===== config.mk =====
export PLATFORM = sky130hd
export DESIGN_NAME = rpt_timer
export DESIGN_NICKNAME = d
export VERILOG_FILES = /design/src/shared/rpt_pkg.sv /design/src/hdl/rpt_timer.sv /design/src/hdl/rpt_prescaler.sv
export VERILOG_INCLUDE_DIRS = /design/src /design/src/shared
export SDC_FILE = /design/constraint.sdc
export NUM_CORES = 1
export LEC_CHECK = 0
export BUFFER_PORTS_ARGS = -buffer_cell sky130_fd_sc_hd__buf_2
export CORE_MARGIN = 2
export CORE_UTILIZATION = 45
export CTS_CLUSTER_SIZE = 30
export DETAILED_ROUTE_END_ITERATION = 8
export PLACE_DENSITY = 0.64
export SYNTH_ARGS = -nofsm -noshare
export SYNTH_HDL_FRONTEND = slang
export SYNTH_SLANG_ARGS = --single-unit
export TNS_END_PERCENT = 20

===== constraint.sdc =====
create_clock -name hclk -period 3.1 [get_ports hclk]
set_input_delay 0.62 -clock hclk [delete_from_list [all_inputs] [get_ports hclk]]
set_output_delay 0.62 -clock hclk [all_outputs]
set_load 0.05 [all_outputs]

===== src/shared/rpt_map.svh =====
`ifndef RPT_MAP_SVH
`define RPT_MAP_SVH

// register indices; byte address is four times the index
`define RPT_IDX_DUTY3 8'h73
`define RPT_IDX_DUTY2 8'h74
`define RPT_IDX_DUTY1 8'h75
`define RPT_IDX_DUTY0 8'h76
`define RPT_IDX_OUTCTL 8'h77
`define RPT_IDX_CSR 8'h78
`define RPT_IDX_CAR 8'h79
`define RPT_IDX_ARR 8'h7A
`define RPT_IDX_CAPCSR 8'h7B
`define RPT_IDX_CAP1 8'h7C
`define RPT_IDX_CAP2 8'h7D

// timer_control_status fields
`define RPT_CSR_EXTERNAL_CLOCK_SELECT 7
`define RPT_CSR_CC_HI 6
`define RPT_CSR_CC_LO 4
`define RPT_CSR_TCE 3
`define RPT_CSR_FORCE_RELOAD 2
`define RPT_CSR_OIE 1
`define RPT_CSR_OVF 0

// output_control_reg fields
`define RPT_OUT_OE_LO 4
`define RPT_OUT_OP_LO 0

// capture_control_status fields
`define RPT_CAP_CS_LO 4
`define RPT_CAP_CIE_LO 2
`define RPT_CAP_CF_LO 0

// reset values and timing
`define RPT_RST_BYTE 8'h00
`define RPT_CNT_TOP 8'hFF
`define RPT_SYNC_STAGES 2

`endif


===== src/shared/rpt_pkg.sv =====
package rpt_pkg;

  typedef logic [7:0] rpt_byte_t;
  typedef logic [2:0] rpt_presc_sel_t;

endpackage


===== src/hdl/rpt_timer.sv =====
// How it works
// RQ1 - 8-bit counter steps on prescaler tick
// RQ2 - software reads and writes live counter
// RQ3 - overflow reloads counter, prescaler untouched
// RQ4 - prescaler divides by two to n
// RQ5 - bit 7 picks cpu or external clock
// RQ6 - run bit off freezes prescaler and counter
// RQ7 - reset clears all, cpu clock selected
// RQ8 - force reload bit, always reads zero
// RQ9 - counter write also clears prescaler
// RQ10 - prescaler has no software access
// RQ11 - hidden compares load from duty on overflow
// RQ12 - output enable drives pin push-pull
// RQ13 - one shared period for all channels
// RQ14 - overflow sets level, compare restores it
// RQ15 - software sets duty above reload value
// RQ16 - waveforms stop in halt
// RQ17 - overflow flag, enable, cleared by read
// RQ18 - external events counted until overflow
// RQ19 - software stops counter before halt
// RQ20 - capture edge latches counter, sets flag
// RQ21 - capture blocked until its register read
// RQ22 - enabled capture edge wakes from halt
// RQ23 - polarity picks levels, acts at once
// RQ24 - sensitivity bit picks falling or rising
// RQ25 - pins synchronised and edge detected
//
// The implementer's own choices: the register offsets and the AHB-Lite slave port.
`timescale 1ns/1ps
`default_nettype none
`include "rpt_map.svh"

module rpt_timer #(
  parameter int ADDR_W = 12,
  parameter int NUM_PWM = 4,
  parameter int NUM_CAP = 2
) (
  input wire logic hclk,
  input wire logic hresetn,
  input wire logic hsel,
  input wire logic [ADDR_W-1:0] haddr,
  input wire logic [1:0] htrans,
  input wire logic hwrite,
  input wire logic [2:0] hsize,
  input wire logic [31:0] hwdata,
  input wire logic hready,
  output logic [31:0] hrdata,
  output logic hreadyout,
  output logic hresp,
  input wire logic external_count_clock,
  input wire logic [NUM_CAP-1:0] capture_input_pin,
  input wire logic halt_mode,
  output logic [NUM_PWM-1:0] waveform_pin,
  output logic [NUM_PWM-1:0] waveform_oe,
  output logic overflow_irq,
  output logic [NUM_CAP-1:0] capture_irq,
  output logic halt_wake
);

  localparam int IDX_W = ADDR_W - 2;

  // ---------------- bus address phase ----------------
  logic acc_ok;
  logic [IDX_W-1:0] a_idx;
  logic rd_acc;
  logic wr_pend_q;
  logic [IDX_W-1:0] wr_idx_q;
  logic [31:0] hrdata_q;
  logic hreadyout_q;

  // hsize is not decoded: only whole-word transfers are expected
  assign acc_ok = hsel & htrans[1] & hready;
  assign a_idx = haddr[ADDR_W-1:2];
  assign rd_acc = acc_ok & ~hwrite;

  function automatic logic hit(input logic [IDX_W-1:0] idx, input logic [7:0] reg_idx);
    hit = (idx == IDX_W'(reg_idx));
  endfunction

  // ---------------- registers ----------------
  rpt_pkg::rpt_byte_t ctrl_q;
  rpt_pkg::rpt_byte_t arr_q;
  rpt_pkg::rpt_byte_t cnt_q;
  logic [NUM_PWM-1:0] oe_q;
  logic [NUM_PWM-1:0] pol_q;
  logic [NUM_CAP-1:0] cap_sel_q;
  logic [NUM_CAP-1:0] cap_ie_q;
  logic [NUM_CAP-1:0] cap_flag_q;
  logic ovf_flag_q;
  rpt_pkg::rpt_byte_t duty_q [NUM_PWM];
  rpt_pkg::rpt_byte_t ocr_q [NUM_PWM];
  rpt_pkg::rpt_byte_t cap_val_q [NUM_CAP];

  logic wr_csr;
  logic wr_car;
  logic wr_arr;
  logic wr_out;
  logic wr_capcsr;
  logic force_reload;
  logic presc_clear;
  logic rd_csr;
  logic [NUM_CAP-1:0] rd_cap;

  assign wr_csr = wr_pend_q & hit(wr_idx_q, `RPT_IDX_CSR);
  assign wr_car = wr_pend_q & hit(wr_idx_q, `RPT_IDX_CAR);
  assign wr_arr = wr_pend_q & hit(wr_idx_q, `RPT_IDX_ARR);
  assign wr_out = wr_pend_q & hit(wr_idx_q, `RPT_IDX_OUTCTL);
  assign wr_capcsr = wr_pend_q & hit(wr_idx_q, `RPT_IDX_CAPCSR);
  // RQ8 - force reload strobe
  assign force_reload = wr_csr & hwdata[`RPT_CSR_FORCE_RELOAD];
  // RQ9 - prescaler cleared on init
  assign presc_clear = wr_car | force_reload;
  assign rd_csr = rd_acc & hit(a_idx, `RPT_IDX_CSR);
  assign rd_cap[0] = rd_acc & hit(a_idx, `RPT_IDX_CAP1);
  assign rd_cap[1] = rd_acc & hit(a_idx, `RPT_IDX_CAP2);

  // write data arrives one cycle after the address phase; zero wait states
  always_ff @(posedge hclk or negedge hresetn) begin
    if (!hresetn) begin
      wr_pend_q <= 1'b0;
      wr_idx_q <= '0;
    end else begin
      wr_pend_q <= acc_ok & hwrite;
      wr_idx_q <= a_idx;
    end
  end

  // ---------------- pin synchronisers ----------------
  logic [`RPT_SYNC_STAGES-1:0] ext_sync_q;
  logic ext_last_q;
  logic ext_rise;

  // RQ25 - external clock synchronised
  always_ff @(posedge hclk or negedge hresetn) begin
    if (!hresetn) begin
      ext_sync_q <= '0;
      ext_last_q <= 1'b0;
    end else begin
      ext_sync_q <= {ext_sync_q[0], external_count_clock};
      ext_last_q <= ext_sync_q[1];
    end
  end
  assign ext_rise = ext_sync_q[1] & ~ext_last_q;

  logic [NUM_CAP-1:0] cap_edge;

  genvar gc;
  generate
    for (gc = 0; gc < NUM_CAP; gc++) begin : g_cap
      logic [`RPT_SYNC_STAGES-1:0] sync_q;
      logic last_q;
      // RQ25 - capture pin synchronised
      always_ff @(posedge hclk or negedge hresetn) begin
        if (!hresetn) begin
          sync_q <= '0;
          last_q <= 1'b0;
        end else begin
          sync_q <= {sync_q[0], capture_input_pin[gc]};
          last_q <= sync_q[1];
        end
      end
      // RQ24 - edge sensitivity select
      assign cap_edge[gc] = cap_sel_q[gc] ? (sync_q[1] & ~last_q) : (~sync_q[1] & last_q);
    end
  endgenerate

  // ---------------- prescaler ----------------
  logic in_tick;
  logic presc_run;
  logic cnt_tick;

  // RQ5 - input clock select
  assign in_tick = ctrl_q[`RPT_CSR_EXTERNAL_CLOCK_SELECT] ? ext_rise : 1'b1;
  // RQ6 - run enable; nothing counts in halt
  assign presc_run = ctrl_q[`RPT_CSR_TCE] & ~halt_mode;

  // RQ10 - prescaler kept internal
  rpt_prescaler u_presc (
    .hclk(hclk),
    .hresetn(hresetn),
    .tick_in(in_tick),
    .run(presc_run),
    .clear(presc_clear),
    .sel(ctrl_q[`RPT_CSR_CC_HI:`RPT_CSR_CC_LO]),
    .tick_out(cnt_tick)
  );

  // ---------------- counter ----------------
  logic ovf_evt;

  // RQ13 - one period shared by channels
  // RQ18 - overflow after events counted
  assign ovf_evt = cnt_tick & (cnt_q == `RPT_CNT_TOP) & ~wr_car & ~force_reload;

  // RQ1 - counter steps
  always_ff @(posedge hclk or negedge hresetn) begin
    if (!hresetn) begin
      cnt_q <= `RPT_RST_BYTE;
    end else if (wr_car) begin
      // RQ2 - write on the fly
      cnt_q <= hwdata[7:0];
    end else if (force_reload) begin
      // RQ8 - forced reload
      cnt_q <= arr_q;
    end else if (ovf_evt) begin
      // RQ3 - reload on overflow
      cnt_q <= arr_q;
    end else if (cnt_tick) begin
      cnt_q <= cnt_q + 8'h01;
    end
  end

  // ---------------- control registers ----------------
  // RQ7 - control resets to zero
  always_ff @(posedge hclk or negedge hresetn) begin
    if (!hresetn) begin
      ctrl_q <= `RPT_RST_BYTE;
    end else if (wr_csr) begin
      // flag and force bits are not stored here
      ctrl_q <= hwdata[7:0] & 8'hFA;
    end
  end

  always_ff @(posedge hclk or negedge hresetn) begin
    if (!hresetn) begin
      arr_q <= `RPT_RST_BYTE;
    end else if (wr_arr) begin
      arr_q <= hwdata[7:0];
    end
  end

  always_ff @(posedge hclk or negedge hresetn) begin
    if (!hresetn) begin
      oe_q <= '0;
      pol_q <= '0;
    end else if (wr_out) begin
      oe_q <= hwdata[`RPT_OUT_OE_LO +: NUM_PWM];
      pol_q <= hwdata[`RPT_OUT_OP_LO +: NUM_PWM];
    end
  end

  always_ff @(posedge hclk or negedge hresetn) begin
    if (!hresetn) begin
      cap_sel_q <= '0;
      cap_ie_q <= '0;
    end else if (wr_capcsr) begin
      cap_sel_q <= hwdata[`RPT_CAP_CS_LO +: NUM_CAP];
      cap_ie_q <= hwdata[`RPT_CAP_CIE_LO +: NUM_CAP];
    end
  end

  // RQ17 - overflow flag, set wins over read clear
  always_ff @(posedge hclk or negedge hresetn) begin
    if (!hresetn) begin
      ovf_flag_q <= 1'b0;
    end else if (ovf_evt) begin
      ovf_flag_q <= 1'b1;
    end else if (rd_csr) begin
      ovf_flag_q <= 1'b0;
    end
  end

  // RQ17 - overflow interrupt request
  always_ff @(posedge hclk or negedge hresetn) begin
    if (!hresetn) begin
      overflow_irq <= 1'b0;
    end else begin
      overflow_irq <= (ovf_flag_q | ovf_evt) & ctrl_q[`RPT_CSR_OIE];
    end
  end

  // ---------------- pwm channels ----------------
  genvar gp;
  generate
    for (gp = 0; gp < NUM_PWM; gp++) begin : g_pwm
      logic duty_wr;
      logic lvl;
      assign duty_wr = wr_pend_q & hit(wr_idx_q, 8'(`RPT_IDX_DUTY0 - 8'(gp)));

      always_ff @(posedge hclk or negedge hresetn) begin
        if (!hresetn) begin
          duty_q[gp] <= `RPT_RST_BYTE;
        end else if (duty_wr) begin
          duty_q[gp] <= hwdata[7:0];
        end
      end

      // RQ11 - double-buffered compare
      always_ff @(posedge hclk or negedge hresetn) begin
        if (!hresetn) begin
          ocr_q[gp] <= `RPT_RST_BYTE;
        end else if (ovf_evt) begin
          ocr_q[gp] <= duty_q[gp];
        end
      end

      // RQ14 - level from count vs compare; RQ23 - polarity applied live
      assign lvl = (cnt_q <= ocr_q[gp]) ? ~pol_q[gp] : pol_q[gp];

      // RQ16 - output held in halt
      always_ff @(posedge hclk or negedge hresetn) begin
        if (!hresetn) begin
          waveform_pin[gp] <= 1'b0;
        end else if (!halt_mode) begin
          // RQ12 - pin carries waveform only when enabled
          waveform_pin[gp] <= oe_q[gp] & lvl;
        end
      end

      // RQ12 - push-pull drive enable
      always_ff @(posedge hclk or negedge hresetn) begin
        if (!hresetn) begin
          waveform_oe[gp] <= 1'b0;
        end else begin
          waveform_oe[gp] <= oe_q[gp];
        end
      end
    end
  endgenerate

  // ---------------- capture channels ----------------
  logic [NUM_CAP-1:0] cap_take;
  logic wake_d;

  generate
    for (gc = 0; gc < NUM_CAP; gc++) begin : g_capch
      // RQ21 - blocked while flag set, unless read in the same cycle
      assign cap_take[gc] = cap_edge[gc] & (~cap_flag_q[gc] | rd_cap[gc]);

      // RQ20 - latch counter on edge
      always_ff @(posedge hclk or negedge hresetn) begin
        if (!hresetn) begin
          cap_val_q[gc] <= `RPT_RST_BYTE;
        end else if (cap_take[gc]) begin
          cap_val_q[gc] <= cnt_q;
        end
      end

      // RQ21 - flag cleared by read, set wins
      always_ff @(posedge hclk or negedge hresetn) begin
        if (!hresetn) begin
          cap_flag_q[gc] <= 1'b0;
        end else if (cap_take[gc]) begin
          cap_flag_q[gc] <= 1'b1;
        end else if (rd_cap[gc]) begin
          cap_flag_q[gc] <= 1'b0;
        end
      end

      // RQ21 - pending while flag set
      always_ff @(posedge hclk or negedge hresetn) begin
        if (!hresetn) begin
          capture_irq[gc] <= 1'b0;
        end else begin
          capture_irq[gc] <= (cap_flag_q[gc] | cap_take[gc]) & cap_ie_q[gc];
        end
      end
    end
  endgenerate

  // RQ22 - enabled edge wakes from halt
  assign wake_d = halt_mode & (|(cap_edge & cap_ie_q));

  always_ff @(posedge hclk or negedge hresetn) begin
    if (!hresetn) begin
      halt_wake <= 1'b0;
    end else begin
      halt_wake <= wake_d;
    end
  end

  // ---------------- read mux ----------------
  rpt_pkg::rpt_byte_t rd_val;

  always_comb begin
    rd_val = 8'h00;
    if (hit(a_idx, `RPT_IDX_CSR)) begin
      // RQ8 - force bit reads zero
      rd_val = {ctrl_q[7:3], 1'b0, ctrl_q[`RPT_CSR_OIE], ovf_flag_q};
    end else if (hit(a_idx, `RPT_IDX_CAR)) begin
      // RQ2 - live counter read
      rd_val = cnt_q;
    end else if (hit(a_idx, `RPT_IDX_ARR)) begin
      rd_val = arr_q;
    end else if (hit(a_idx, `RPT_IDX_OUTCTL)) begin
      rd_val = 8'({oe_q, pol_q});
    end else if (hit(a_idx, `RPT_IDX_CAPCSR)) begin
      rd_val = 8'({cap_sel_q, cap_ie_q, cap_flag_q});
    end else if (hit(a_idx, `RPT_IDX_CAP1)) begin
      rd_val = cap_val_q[0];
    end else if (hit(a_idx, `RPT_IDX_CAP2)) begin
      rd_val = cap_val_q[1];
    end else if (hit(a_idx, `RPT_IDX_DUTY0)) begin
      rd_val = duty_q[0];
    end else if (hit(a_idx, `RPT_IDX_DUTY1)) begin
      rd_val = duty_q[1];
    end else if (hit(a_idx, `RPT_IDX_DUTY2)) begin
      rd_val = duty_q[2];
    end else if (hit(a_idx, `RPT_IDX_DUTY3)) begin
      rd_val = duty_q[3];
    end
  end

  // read data is sampled at the address edge so it can leave a flop
  always_ff @(posedge hclk or negedge hresetn) begin
    if (!hresetn) begin
      hrdata_q <= 32'h00000000;
    end else if (rd_acc) begin
      hrdata_q <= {24'h000000, rd_val};
    end else begin
      hrdata_q <= 32'h00000000;
    end
  end

  always_ff @(posedge hclk or negedge hresetn) begin
    if (!hresetn) begin
      hreadyout_q <= 1'b0;
    end else begin
      hreadyout_q <= 1'b1;
    end
  end

  always_ff @(posedge hclk or negedge hresetn) begin
    if (!hresetn) begin
      hresp <= 1'b0;
    end else begin
      hresp <= 1'b0;
    end
  end

  assign hrdata = hrdata_q;
  assign hreadyout = hreadyout_q;

endmodule

`default_nettype wire


===== src/hdl/rpt_prescaler.sv =====
`timescale 1ns/1ps
`default_nettype none

module rpt_prescaler (
  input wire logic hclk,
  input wire logic hresetn,
  input wire logic tick_in,
  input wire logic run,
  input wire logic clear,
  input wire rpt_pkg::rpt_presc_sel_t sel,
  output logic tick_out
);

  logic [6:0] div_q;
  logic [6:0] mask;

  // RQ4 - tap mask select
  assign mask = 7'((8'h01 << sel) - 8'h01);

  // RQ6 - frozen when stopped
  always_ff @(posedge hclk or negedge hresetn) begin
    if (!hresetn) begin
      div_q <= 7'h00;
    end else if (clear) begin
      div_q <= 7'h00;
    end else if (run && tick_in) begin
      div_q <= div_q + 7'h01;
    end
  end

  // RQ4 - divide by two to n
  assign tick_out = run & tick_in & (&(div_q | ~mask));

endmodule

`default_nettype wire


Yosys cells after proc, flatten, opt, wreduce, memory -nomap -nowiden
Cells that the tools add are included.
Widths: inputs -> output; s select.
{"block": "op_classes", "n_eq_ne": 21, "mux": 31, "addsub": 3, "magnitude_cmp": 4, "n_reduce_logical": 8, "n_shift": 1, "n_bitwise": 62}
{"operator": "$eq 10x7->1 const B", "n": 20}
{"operator": "$mux 8", "n": 16}
{"operator": "$and 1x1->1", "n": 38}
{"operator": "$le 8x8->1", "n": 4}
{"operator": "$not 1->1", "n": 15}
{"operator": "$mux 7", "n": 2}
{"operator": "$mux 1", "n": 13}
{"operator": "$add 8x1->8 const B", "n": 1}
{"operator": "$eq 8x8->1 const B", "n": 1}
{"operator": "$reduce_bool 2->1", "n": 4}
{"operator": "$add 7x1->7 const B", "n": 1}
{"operator": "$not 7->7", "n": 1}
{"operator": "$or 7x7->7", "n": 1}
{"operator": "$reduce_and 7->1", "n": 1}
{"operator": "$shl 1x3->7 const A", "n": 1}
{"operator": "$sub 7x1->7 const B", "n": 1}
{"operator": "$or 1x1->1", "n": 6}
{"operator": "$reduce_bool 4->1", "n": 1}
{"operator": "$and 2x2->2", "n": 1}
{"operator": "$reduce_or 2->1", "n": 1}
{"operator": "$logic_and 1x1->1", "n": 1}
{"block": "word_totals", "register_bits": 165, "out_inout_bits": 46, "word_cells": 173}

Logic depth before layout (Yosys ltp)
Gate-level depths: netlist (run 1).
{"block": "logic_depth", "depth_word": 13, "mapped_depth": 9, "mapped_depth_nobuf": 8}

Cells and area by module
From an unflattened synthesis (run 1), not the netlist that was laid out.
{"block": "hier_totals", "cells_unflattened": 756, "area_unflattened_um2": 8439.3}
{"module": "rpt_timer", "area_each_um2": 8065.2, "cells_per_inst": 712, "seq_area_each_um2": 3953.8, "n_inst": 1}
{"module": "rpt_prescaler", "area_each_um2": 374.1, "cells_per_inst": 44, "seq_area_each_um2": 175.2, "n_inst": 1}

Worst setup path after synthesis (run 1)
No wires, ideal clock.
{"block": "synth_path", "path_type": "in2reg", "from": "in halt_mode", "to": "reg ocr_q[0] in the netlist's numbering", "stages": 8, "path_slack_ns": 0.765, "path_buffers": 3, "t_arrival_ns": 2.210, "path_cell_list": "buf_2 -> nand2b_1 -> a21oi_4 -> nand4_1 -> or3_1 -> buf_4 -> buf_6 -> mux2_4"}
{"block": "synth_between", "elab_chain_cells": 7}
{"item": "start, declared", "line": "rpt_timer.sv:52", "text": "input wire logic halt_mode,"}
{"item": "$not 1->1", "line": "rpt_timer.sv:175", "text": "assign presc_run = ctrl_q[`RPT_CSR_TCE] & ~halt_mode;"}
{"item": "$and 1x1->1", "line": "rpt_timer.sv:175"}
{"item": "$and 1x1->1 (2 in series)", "line": "rpt_prescaler.sv:32", "text": "assign tick_out = run & tick_in & (&(div_q | ~mask));"}
{"item": "$and 1x1->1 (3 in series)", "line": "rpt_timer.sv:193", "text": "assign ovf_evt = cnt_tick & (cnt_q == `RPT_CNT_TOP) & ~wr_car & ~force_reload;"}
{"item": "end signal, assigned by index", "line": "rpt_timer.sv:291", "text": "ocr_q[gp] <= `RPT_RST_BYTE;"}
{"item": "end signal, assigned by index", "line": "rpt_timer.sv:293", "text": "ocr_q[gp] <= duty_q[gp];"}
{"item": "end, declared", "line": "rpt_timer.sv:91", "text": "rpt_pkg::rpt_byte_t ocr_q [NUM_PWM];"}
Every way passes these cells.
A chain may end at the register's enable or synchronous reset.

Final worst setup path (run 1)
{"block": "layout_path", "from": "reg wr_idx_q[9]", "to": "reg cnt_q[4]"}
{"block": "layout_between", "elab_chain_cells": 8}
{"item": "start, declared", "line": "rpt_timer.sv:67", "text": "logic [IDX_W-1:0] wr_idx_q;"}
{"item": "start signal, assigned", "line": "rpt_timer.sv:124", "text": "wr_idx_q <= a_idx;"}
{"item": "$eq 10x7->1", "line": "rpt_timer.sv:77", "text": "hit = (idx == IDX_W'(reg_idx));"}
{"item": "$and 1x1->1 (on tied branches)", "line": "rpt_timer.sv:105, rpt_timer.sv:104"}
{"item": "$not 1->1 / $and 1x1->1 (equally long branches)", "line": "rpt_timer.sv:193, rpt_timer.sv:110"}
{"item": "$and 1x1->1 / $not 1->1 (equally long branches)", "line": "rpt_timer.sv:193"}
{"item": "$and 1x1->1", "line": "rpt_timer.sv:193"}
{"item": "$mux 8", "line": "rpt_timer.sv:205", "text": "end else if (ovf_evt) begin"}
{"item": "$mux 8", "line": "rpt_timer.sv:202", "text": "end else if (force_reload) begin"}
{"item": "$mux 8", "line": "rpt_timer.sv:199", "text": "end else if (wr_car) begin"}
{"item": "end signal, assigned", "line": "rpt_timer.sv:201", "text": "cnt_q <= hwdata[7:0];"}
{"item": "end signal, assigned", "line": "rpt_timer.sv:204", "text": "cnt_q <= arr_q;"}
{"item": "end signal, assigned", "line": "rpt_timer.sv:207", "text": "cnt_q <= arr_q;"}
{"item": "end, declared", "line": "rpt_timer.sv:83", "text": "rpt_pkg::rpt_byte_t cnt_q;"}
Several ways; a longest one is shown, not always the timed one.

==> impl_metrics.py, run 1 <==
metrics = {
    "run_status": {
        "status": "finished, final reports clean",
    },
    "finish": {
        "num-fill-cells": 1733,
        "fin_nets": 952,
        "syn_to_final_growth_pct": 12.14,
        "diodes": 0,
        "final_cells": 1133,
        "drive_gt1_share_pct": 21.08,
    },
    "yosys": {
        "ys_types": 66,
        "async_reset_ff_share_pct": 100.0,
        "yosys_warnings": 0,
        "synth_cells": 806,
        "yosysSeqAreaShare_pct": 47.57,
        "synth.top_cell.area_share_pct": 47.57,
        "synth_flop_cell": "dfrtp_1",
        "synth_seq_cells": 165,
        "yosysTopAreaCell": "dfrtp_1",
        "synth.avg_cell_area_sq_um": 10.77,
        "syn_area_sq_um": 8680,
        "synth_edf_count": 0,
        "synth.area.top_cells": "dfrtp_1 (48%), mux2_2 (7.5%), ha_1 (4.9%)",
    },
    "timing": {
        "tightest_slew_ns": 0.7944,
        "setup_slack_ns": 0.5672,
        "setup_violations": 0,
        "max-slew-margin-rel_pct": 46.75,
        "tns_ns": 0,
        "max_freq_ghz": 0.3948,
        "finalHoldWorstSlack_ns": 0.1471,
        "skew_ns": 0.009475,
        "period_share_pct": 81.70,
        "min_period_ns": 2.533,
        "rsz0062_at_grt": "false",
        "hold_violations": 0,
        "slew_viol_final": 0,
    },
    "setup_path": {
        "cp-start-kind": "flip-flop",
        "worst-path-max-fanout": 8,
        "r2r_slack_ns": 0.57,
        "endpoint_kind": "flip-flop",
        "critPathArrivalTime_ns": 2.83,
        "cp.required_ns": 3.40,
        "worstSetupPathType": "reg -> reg",
    },
    "global_route": {
        "antenna_found_initial": 0,
        "grt_pass1_vias": 6243,
        "grt_pass1_wl_um": 36200,
        "grt_overflow": 0,
        "grt_max_degree": 61,
        "grtUsageTotal_pct": 23.95,
    },
    "clocking": {
        "clkLatencyLatePin_ns": 0.43,
        "cts_tree": "done",
        "numClockSinks": 165,
        "cts_resized": 0,
        "htree_levels": 4,
        "clk_path_buf_depth": 2,
        "cts_root_buffer": "clkbuf_16",
        "postCtsSetupRepairBufs": 0,
        "clk_pin_slew_worst_paths_ns": 0.07,
        "cts_made_buffers": 17,
        "holdBufCountCts": 0,
    },
    "place": {
        "place_inst": 1101,
        "pre_cts_ws_ns": 0.3700,
        "io_buffers": 48,
        "place_congestion": 0.9519,
        "dp_hpwl_um": 16530,
    },
    "routing": {
        "wl_per_cell_um": 20.34,
        "drt_iter0_drc": 454,
        "drt_pass1_iterations": 5,
        "wirelength_um": 23040,
        "ant_nets": 0,
        "drc_errors": 0,
        "vias": 6366,
        "viasPerCell": 5.619,
    },
    "die": {
        "die_h_um": 142.9,
        "start_util_pct": 46.09,
        "core_region_area_sq_um": 18830,
        "ios": 104,
        "die_x_um": 142.9,
        "row_count": 50,
        "dieArea_sq_um": 20410,
    },
    "job": {
        "maxCapViolCount": 0,
    },
    "hold_path": {
        "hp-class": "in -> async",
    },
    "power_and_ir_drop": {
        "vdd_drop_max_mv": 0.3929,
        "leakage_nw": 4.598,
        "power_density_nw_per_um2": 477.6,
    },
}
==> flip-flops by register name (all words and copies together) (netlist names), 6 cells and up <==
signal / flops
cnt_q: 8
arr_q: 8
duty_q: 32
hrdata: 8
ocr_q: 32
wr_idx_q: 10
ctrl_q: 6
cap_val_q: 16
u_presc.div_q: 7
==> worst paths after layout <==
| check | depth (start not counted) | endpoint | from |
|---|---|---|---|
| hold reg to reg | 0 | g_cap[1].sync_q[1] | g_cap[1].sync_q[0] |
| max in group asynchronous | 2 | ocr_q[18] | hresetn |
| hold / removal | 1 | g_cap[0].sync_q[0] | hresetn |
| setup / recovery | 6 | cnt_q[4] | wr_idx_q[9] |
| min in group hclk | 1 | g_cap[0].sync_q[0] | capture_input_pin[0] |
| setup reg to reg | 6 | cnt_q[4] | wr_idx_q[9] |
==> area by class of cell <==
type	instances	area (sq um)	area share [%]
inverters	47	176.4	1.813
well taps	260	325.3	3.342
multi-input cells	556	4076	41.88
clock buffers	18	439.2	4.512
clock inverters	14	127.6	1.311
flip-flops and latches	165	4129	42.42
repair buffers	73	459.2	4.718
==> kinds of logic after synthesis <==
family / count (synthesis) / share of synthesized area, %
other: 2 / 0.08652
multiplexers: 102 / 13.65
buffers and inverters: 109 / 6.516
adder cells (fa/ha/maj): 34 / 4.901
XOR/XNOR: 12 / 1.211
AO/OA/AOI/OAI: 181 / 13.84
AND/OR/NAND/NOR: 201 / 12.22
flip-flops: 165 / 47.57
==> synth_stat cells (9+ instances only) <==
cell type	instances
dfrtp_1	165
mux2_2	58
nand2_1	53
inv_1	47
a21oi_1	46
nor2_1	44
ha_1	34
mux2_1	33
buf_4	26
o21ai_0	26
nand3_1	21
a21o_1	18
clkbuf_1	17
nand2b_1	17
o22ai_1	13
o31ai_1	13
nor2b_1	12
buf_2	11
mux2_4	10
nor3_1	10
a22oi_1	9
and2_1	9
xor2_1	9
==> where the power goes <==
part	total (mW)	switching [mW]	internal, mW	leakage [nW]
logic	0.377	0.279	0.0977	2.20
registers	2.23	0.0357	2.19	2.13
clock network	2.04	0.910	1.13	0.263
total	4.65	1.22	3.42	4.60
==> routing by layer <==
layer  routed length, um  up-vias  GRT usage (%)
li1                    -     2935              -
met1               10030     3172          32.16
met2               10930      205          37.60
met3                1142       54          4.628
met4                 939        0          11.15
met5                   0        -              0
==> layout by cell type, fill, tap and decap left out, types with 10 or more instances in the layout <==
master     count
a21o_1        18
a21oi_1       46
buf_2         47
buf_4         23
clkbuf_16     17
conb_1        26
dfrtp_1      165
ha_1          34
inv_1         47
mux2_1        33
mux2_2        58
mux2_4        10
nand2_1       53
nand2b_1      17
nand3_1       21
nor2_1        44
nor2b_1       12
nor3_1        10
o21ai_0       26
o22ai_1       13
o31ai_1       13
==> per-stage QoR <==
stage / power, mW / util, % / instance area (sq um)
floorplan: 2.508 / - / 8770
global placement: 2.640 / 48.68 / 9166
detailed placement: 2.645 / 48.68 / 9166
CTS: 4.675 / 51.69 / 9733
global route: 4.815 / 51.69 / 9733
finish: 4.649 / 51.69 / 9733
==> critical path, stage by stage (launching register included) <==
cell	delay (ns)
dfrtp_1	0.35
or3b_1	0.51
nor4_4	0.53
o21ai_1	0.26
and2_1	0.29
o41ai_1	0.35
o31ai_1	0.12
(Power assumes the default switching activity.)
==> inputs of run 2 (changes only) <==
Clock period 3.1 ns to 2.6 ns, I/O delays scaled along.
==> impl_metrics.py, run 2 (synthesis gave the netlist of run 1 again) <==
metrics = {
    "routing": {
        "wirelength_um": 23180,
        "drt_pass1_iterations": 5,
        "ant_nets": 0,
        "vias": 6453,
        "viasPerCell": 5.611,
        "drc_errors": 0,
        "wl_per_cell_um": 20.16,
        "drt_iter0_drc": 674,
    },
    "finish": {
        "diodes": 0,
        "layout_commonest_cell": "dfrtp_1",
        "reg.largest.list": "duty_q (32), ocr_q (32), cap_val_q (16)",
        "final_cell_mix": "dfrtp_1 (165), mux2_2 (58), nand2_1 (53)",
        "fin_nets": 969,
        "syn_to_final_growth_pct": 14.44,
        "drive_gt1_share_pct": 22.47,
    },
    "timing": {
        "slew_viol_final": 0,
        "hold_violations": 0,
        "skew_ns": 0.01945,
        "setup_slack_ns": 0.1062,
        "rsz0062_at_grt": "false",
        "tns_ns": 0,
        "tightest_slew_ns": 0.5686,
        "min_period_ns": 2.494,
        "max_freq_ghz": 0.4010,
        "max-slew-margin-rel_pct": 62.01,
        "period_share_pct": 95.91,
        "setup_violations": 0,
    },
    "die": {
        "row_count": 50,
        "die_x_um": 142.9,
        "ios": 104,
        "core_region_area_sq_um": 18830,
        "die_h_um": 142.9,
        "dieArea_sq_um": 20410,
        "start_util_pct": 46.09,
    },
    "setup_path": {
        "cp.required_ns": 2.91,
        "worst-path-max-fanout": 36,
        "critPathArrivalTime_ns": 2.80,
        "cp-start-kind": "flip-flop",
        "crit_chain": "and4_1, nand4_1, or3_2, buf_12, mux2_1",
        "cp_slowest_stage_delay_ns": 0.68,
        "slowest_stage": "dfrtp_1",
        "worstSetupPathType": "reg -> reg",
        "endpoint_kind": "flip-flop",
        "r2r_slack_ns": 0.11,
    },
    "clocking": {
        "cts_tree": "done",
        "cts_made_buffers": 17,
        "cts_resized": 0,
        "cts_root_buffer": "clkbuf_16",
        "numClockSinks": 165,
        "htree_levels": 4,
        "clk_path_buf_depth": 2,
        "clkLatencyLatePin_ns": 0.44,
        "holdBufCountCts": 0,
        "postCtsSetupRepairBufs": 0,
        "clk_pin_slew_worst_paths_ns": 0.07,
    },
    "hold_path": {
        "hp-class": "in -> async",
    },
    "global_route": {
        "grt_overflow": 0,
        "grtUsageTotal_pct": 24.00,
        "antenna_found_initial": 0,
        "grt_max_degree": 66,
        "grt_pass1_vias": 6199,
        "grt_pass1_wl_um": 36170,
    },
    "place": {
        "pre_cts_ws_ns": 0.1896,
        "place_congestion": 0.9747,
        "io_buffers": 48,
        "dp_hpwl_um": 16910,
    },
    "run_status": {
        "status": "finished, final reports clean",
    },
    "job": {
        "maxCapViolCount": 0,
    },
    "power_and_ir_drop": {
        "power_density_nw_per_um2": 585.8,
        "leakage_nw": 4.727,
        "vdd_drop_max_mv": 0.5534,
    },
}
-- run 2: changes by cell type in the layout (fill, tap and decap cells not counted), sizes merged --
| cell | previous run | this run |
|---|---|---|
| buf | 73 | 90 |
| clkinv | 3 | 4 |
| bufinv | 1 | 4 |
| clkinvlp | 6 | 2 |
-- run 2: final timing paths --
kind,start,endpoint,cells after the start
max,cnt_q[3],ocr_q[6],5
min,hresetn,g_cap[0].sync_q[0],1
max reg2reg,cnt_q[3],ocr_q[6],5
min reg2reg,g_cap[0].sync_q[0],g_cap[0].sync_q[1],0
min in group hclk,external_count_clock,ext_sync_q[0],1
max in group asynchronous,hresetn,ocr_q[11],2
-- run 2: per-stage QoR --
step	hold slack [ns]	total power [mW]	util, %	instances	area, sq um
global route	0.05721	6.008	52.75	1150	9933
detailed placement	0.3364	3.163	49.42	1118	9306
finish	0.01271	5.819	52.75	1150	9933
global placement	0.3326	3.159	49.42	1118	9306
floorplan	0.2244	2.991	-	830	8770
CTS	0.03226	5.863	52.75	1150	9933
-- run 2: per-layer routing --
layer / track usage, % / wire length (um)
met4: 8.702 / 717
met1: 32.88 / 10400
met3: 4.494 / 1129
met2: 38.23 / 10940
met5: 0 / 0
-- run 2: final cells by class --
cell class	count	area, sq um
Fill cell	1742	8897
Sequential cell	165	4129
Tap cell	260	325.3
Inverter	47	176.4
Timing Repair Buffer	90	599.3
Clock inverter	14	197.7
Multi-Input combinational cell	556	4076
Clock buffer	18	429.2
-- run 2: report_power, final --
group / switching [mW] / total, mW / internal, mW / leakage (nW)
logic: 0.336 / 0.462 / 0.127 / 2.30
clock network: 1.08 / 2.70 / 1.62 / 0.302
registers: 0.0410 / 2.66 / 2.61 / 2.13
-- run 2: worst max-delay path, delay by kind of cell, from the launching register on --
kind                   cells  cell delay, ns
AND/OR/NAND/NOR            3            1.10
buffers and inverters      1            0.20
multiplexers               1            0.34
flip-flops                 1            0.68
==> inputs of run 3 (changes only) <==
--- a/config.mk
+++ b/config.mk
@@ -9,3 +9,2 @@
 export BUFFER_PORTS_ARGS = -buffer_cell sky130_fd_sc_hd__buf_2
-export CORE_MARGIN = 2
 export CORE_UTILIZATION = 45
==> constraint.sdc (replaced) <==
create_clock -name hclk -period 2.6 [get_ports hclk]
set_input_delay 0 -clock hclk [delete_from_list [all_inputs] [get_ports hclk]]
set_output_delay 0 -clock hclk [all_outputs]
set_load 0.05 [all_outputs]
==> impl_metrics.py, run 3 (synthesis gave the netlist of run 1 again) <==
metrics = {
    "setup_path": {
        "critPathArrivalTime_ns": 2.78,
        "r2r_start": "cnt_q[1]",
        "cp.required_ns": 2.90,
        "worst-path-max-fanout": 16,
        "worstSetupPathType": "reg -> reg",
        "cp_slowest_stage_delay_ns": 0.71,
        "crit_chain": "ha_1, and4_1, nand4_1, or3_2, buf_12, mux2_1",
        "r2r_slack_ns": 0.13,
        "endpoint_kind": "flip-flop",
        "crit_buf_inv": 1,
        "reg2reg_to": "ocr_q[20]",
        "cp-start-kind": "flip-flop",
        "critPathTopFamily": "simple AND/OR/NAND/NOR gates",
        "slowest_stage": "or3_2",
        "r2r_cells": 6,
    },
    "finish": {
        "final_cell_mix": "dfrtp_1 (165), mux2_2 (58), nand2_1 (53)",
        "drive_gt1_share_pct": 21.06,
        "diodes": 0,
        "fin_util_pct": 53.39,
        "num-fill-cells": 1682,
        "layout_commonest_cell": "dfrtp_1",
        "reg.largest.list": "duty_q (32), ocr_q (32), cap_val_q (16)",
        "fin_nets": 982,
        "syn_to_final_growth_pct": 15.83,
        "final_cells": 1162,
    },
    "power_and_ir_drop": {
        "vdd_drop_max_mv": 0.4724,
        "power.total_mw": 5.749,
        "leakage_nw": 4.755,
        "power_density_nw_per_um2": 571.8,
    },
    "global_route": {
        "grt_pass1_vias": 6350,
        "grt_overflow": 0,
        "grtUsageTotal_pct": 24.62,
        "grt_pass1_wl_um": 36180,
        "antenna_found_initial": 0,
        "grt_max_degree": 62,
    },
    "routing": {
        "wirelength_um": 23040,
        "viasPerCell": 5.607,
        "drc_errors": 0,
        "drt_pass1_iterations": 5,
        "drt_iter0_drc": 530,
        "wl_per_cell_um": 19.83,
        "vias": 6515,
        "ant_nets": 0,
    },
    "place": {
        "place_inst": 1111,
        "io_buffers": 48,
        "dp_hpwl_um": 16490,
        "place_congestion": 0.9283,
        "pre_cts_ws_ns": 0.2059,
    },
    "clocking": {
        "htree_levels": 4,
        "cts_resized": 0,
        "cts_tree": "done",
        "clkLatencyLatePin_ns": 0.43,
        "clk_pin_slew_worst_paths_ns": 0.06,
        "cts_made_buffers": 17,
        "numClockSinks": 165,
        "cts_root_buffer": "clkbuf_16",
        "clk_path_buf_depth": 2,
    },
    "die": {
        "start_util_pct": 46.09,
        "ios": 104,
        "die_x_um": 140.9,
        "row_count": 50,
        "dieArea_sq_um": 19850,
        "core_region_area_sq_um": 18830,
        "die_h_um": 140.9,
    },
    "timing": {
        "period_share_pct": 95.06,
        "min_period_ns": 2.472,
        "skew_ns": 0.007440,
        "max-slew-margin-rel_pct": 61.06,
        "setup_slack_ns": 0.1284,
        "max_freq_ghz": 0.4046,
        "setup_violations": 0,
        "rsz0062_at_grt": "false",
        "slew_viol_final": 0,
        "tns_ns": 0,
        "tightest_slew_ns": 0.5797,
        "hold_violations": 0,
    },
    "hold_path": {
        "hp-class": "in -> async",
    },
    "run_status": {
        "status": "finished, final reports clean",
    },
    "job": {
        "maxCapViolCount": 0,
    },
}
-- run 3: changes by cell type in the layout (fill, tap and decap cells not counted), sizes merged --
cell,before,now
dlygate4sd3,0,20
inv,51,47
bufinv,4,3
clkbuf,18,24
buf,90,83
clkinv,4,0
clkinvlp,2,4
-- run 3: worst max path at each step --
stage,startpoint,end,cells after the start
5_1_grt,cnt_q[1],ocr_q[20],6
4_1_cts,cnt_q[1],ocr_q[4],6
2_1_floorplan,cnt_q[1],ocr_q[0],7
3_5_place_dp,cnt_q[1],ocr_q[4],6
6_report,cnt_q[1],ocr_q[20],6
3_3_place_gp,cnt_q[0],ocr_q[2],6
-- run 3: worst register-to-register path, delay by kind of cell (launching register included) --
| kind | cells | cell delay [ns] |
|---|---|---|
| buf+inv | 1 | 0.25 |
| simple gates | 3 | 1.22 |
| flops | 1 | 0.36 |
| mux | 1 | 0.32 |
| fa+ha+maj | 1 | 0.20 |
-- run 3: what timing repair did --
| action | 4_1_cts | 5_1_grt |
|---|---|---|
| setup buffers | 0 | 0 |
| hold buffers | 20 | 0 |
| hold endpoints to repair | 202 | 0 |
| endpoints found under the setup margin | 0 | 0 |
-- run 3: where the power goes --
part	total [mW]	leakage (nW)	switching (mW)	internal, mW
sequential	2.65	2.13	0.0375	2.62
clock	2.62	0.285	1.01	1.61
combinational	0.476	2.34	0.339	0.137
total	5.75	4.75	1.39	4.36
-- run 3: layer usage --
layer  track usage, %  up-vias  part of all wire, %  routed length (um)
met3            4.348       49                  5.6                1298
met4            8.696        0                  2.8                 638
met5                0        -                    0                   0
met2            40.77      255                   49               11180
met1            32.55     3216                   43                9925
li1                 -     2995                    -                   -
-- run 3: per-stage QoR --
stage	instance area (sq um)	hold WS (ns)
finish	10050	0.02893
global route	10050	0.03652
CTS	10050	0.02050
detailed placement	9241	-0.07678
global placement	9241	-0.07695
floorplan	8770	-0.2956
-- run 3: cell type report --
| type | count | area (sq um) | share of cell area [%] |
|---|---|---|---|
| Sequential cell | 165 | 4129 | 41.07 |
| Multi-Input combinational cell | 556 | 4076 | 40.55 |
| Tap cell | 260 | 325.3 | 3.236 |
| Clock inverter | 7 | 120.1 | 1.195 |
| Timing Repair Buffer | 103 | 734.5 | 7.306 |
| Inverter | 47 | 176.4 | 1.755 |
| Clock buffer | 24 | 491.7 | 4.891 |
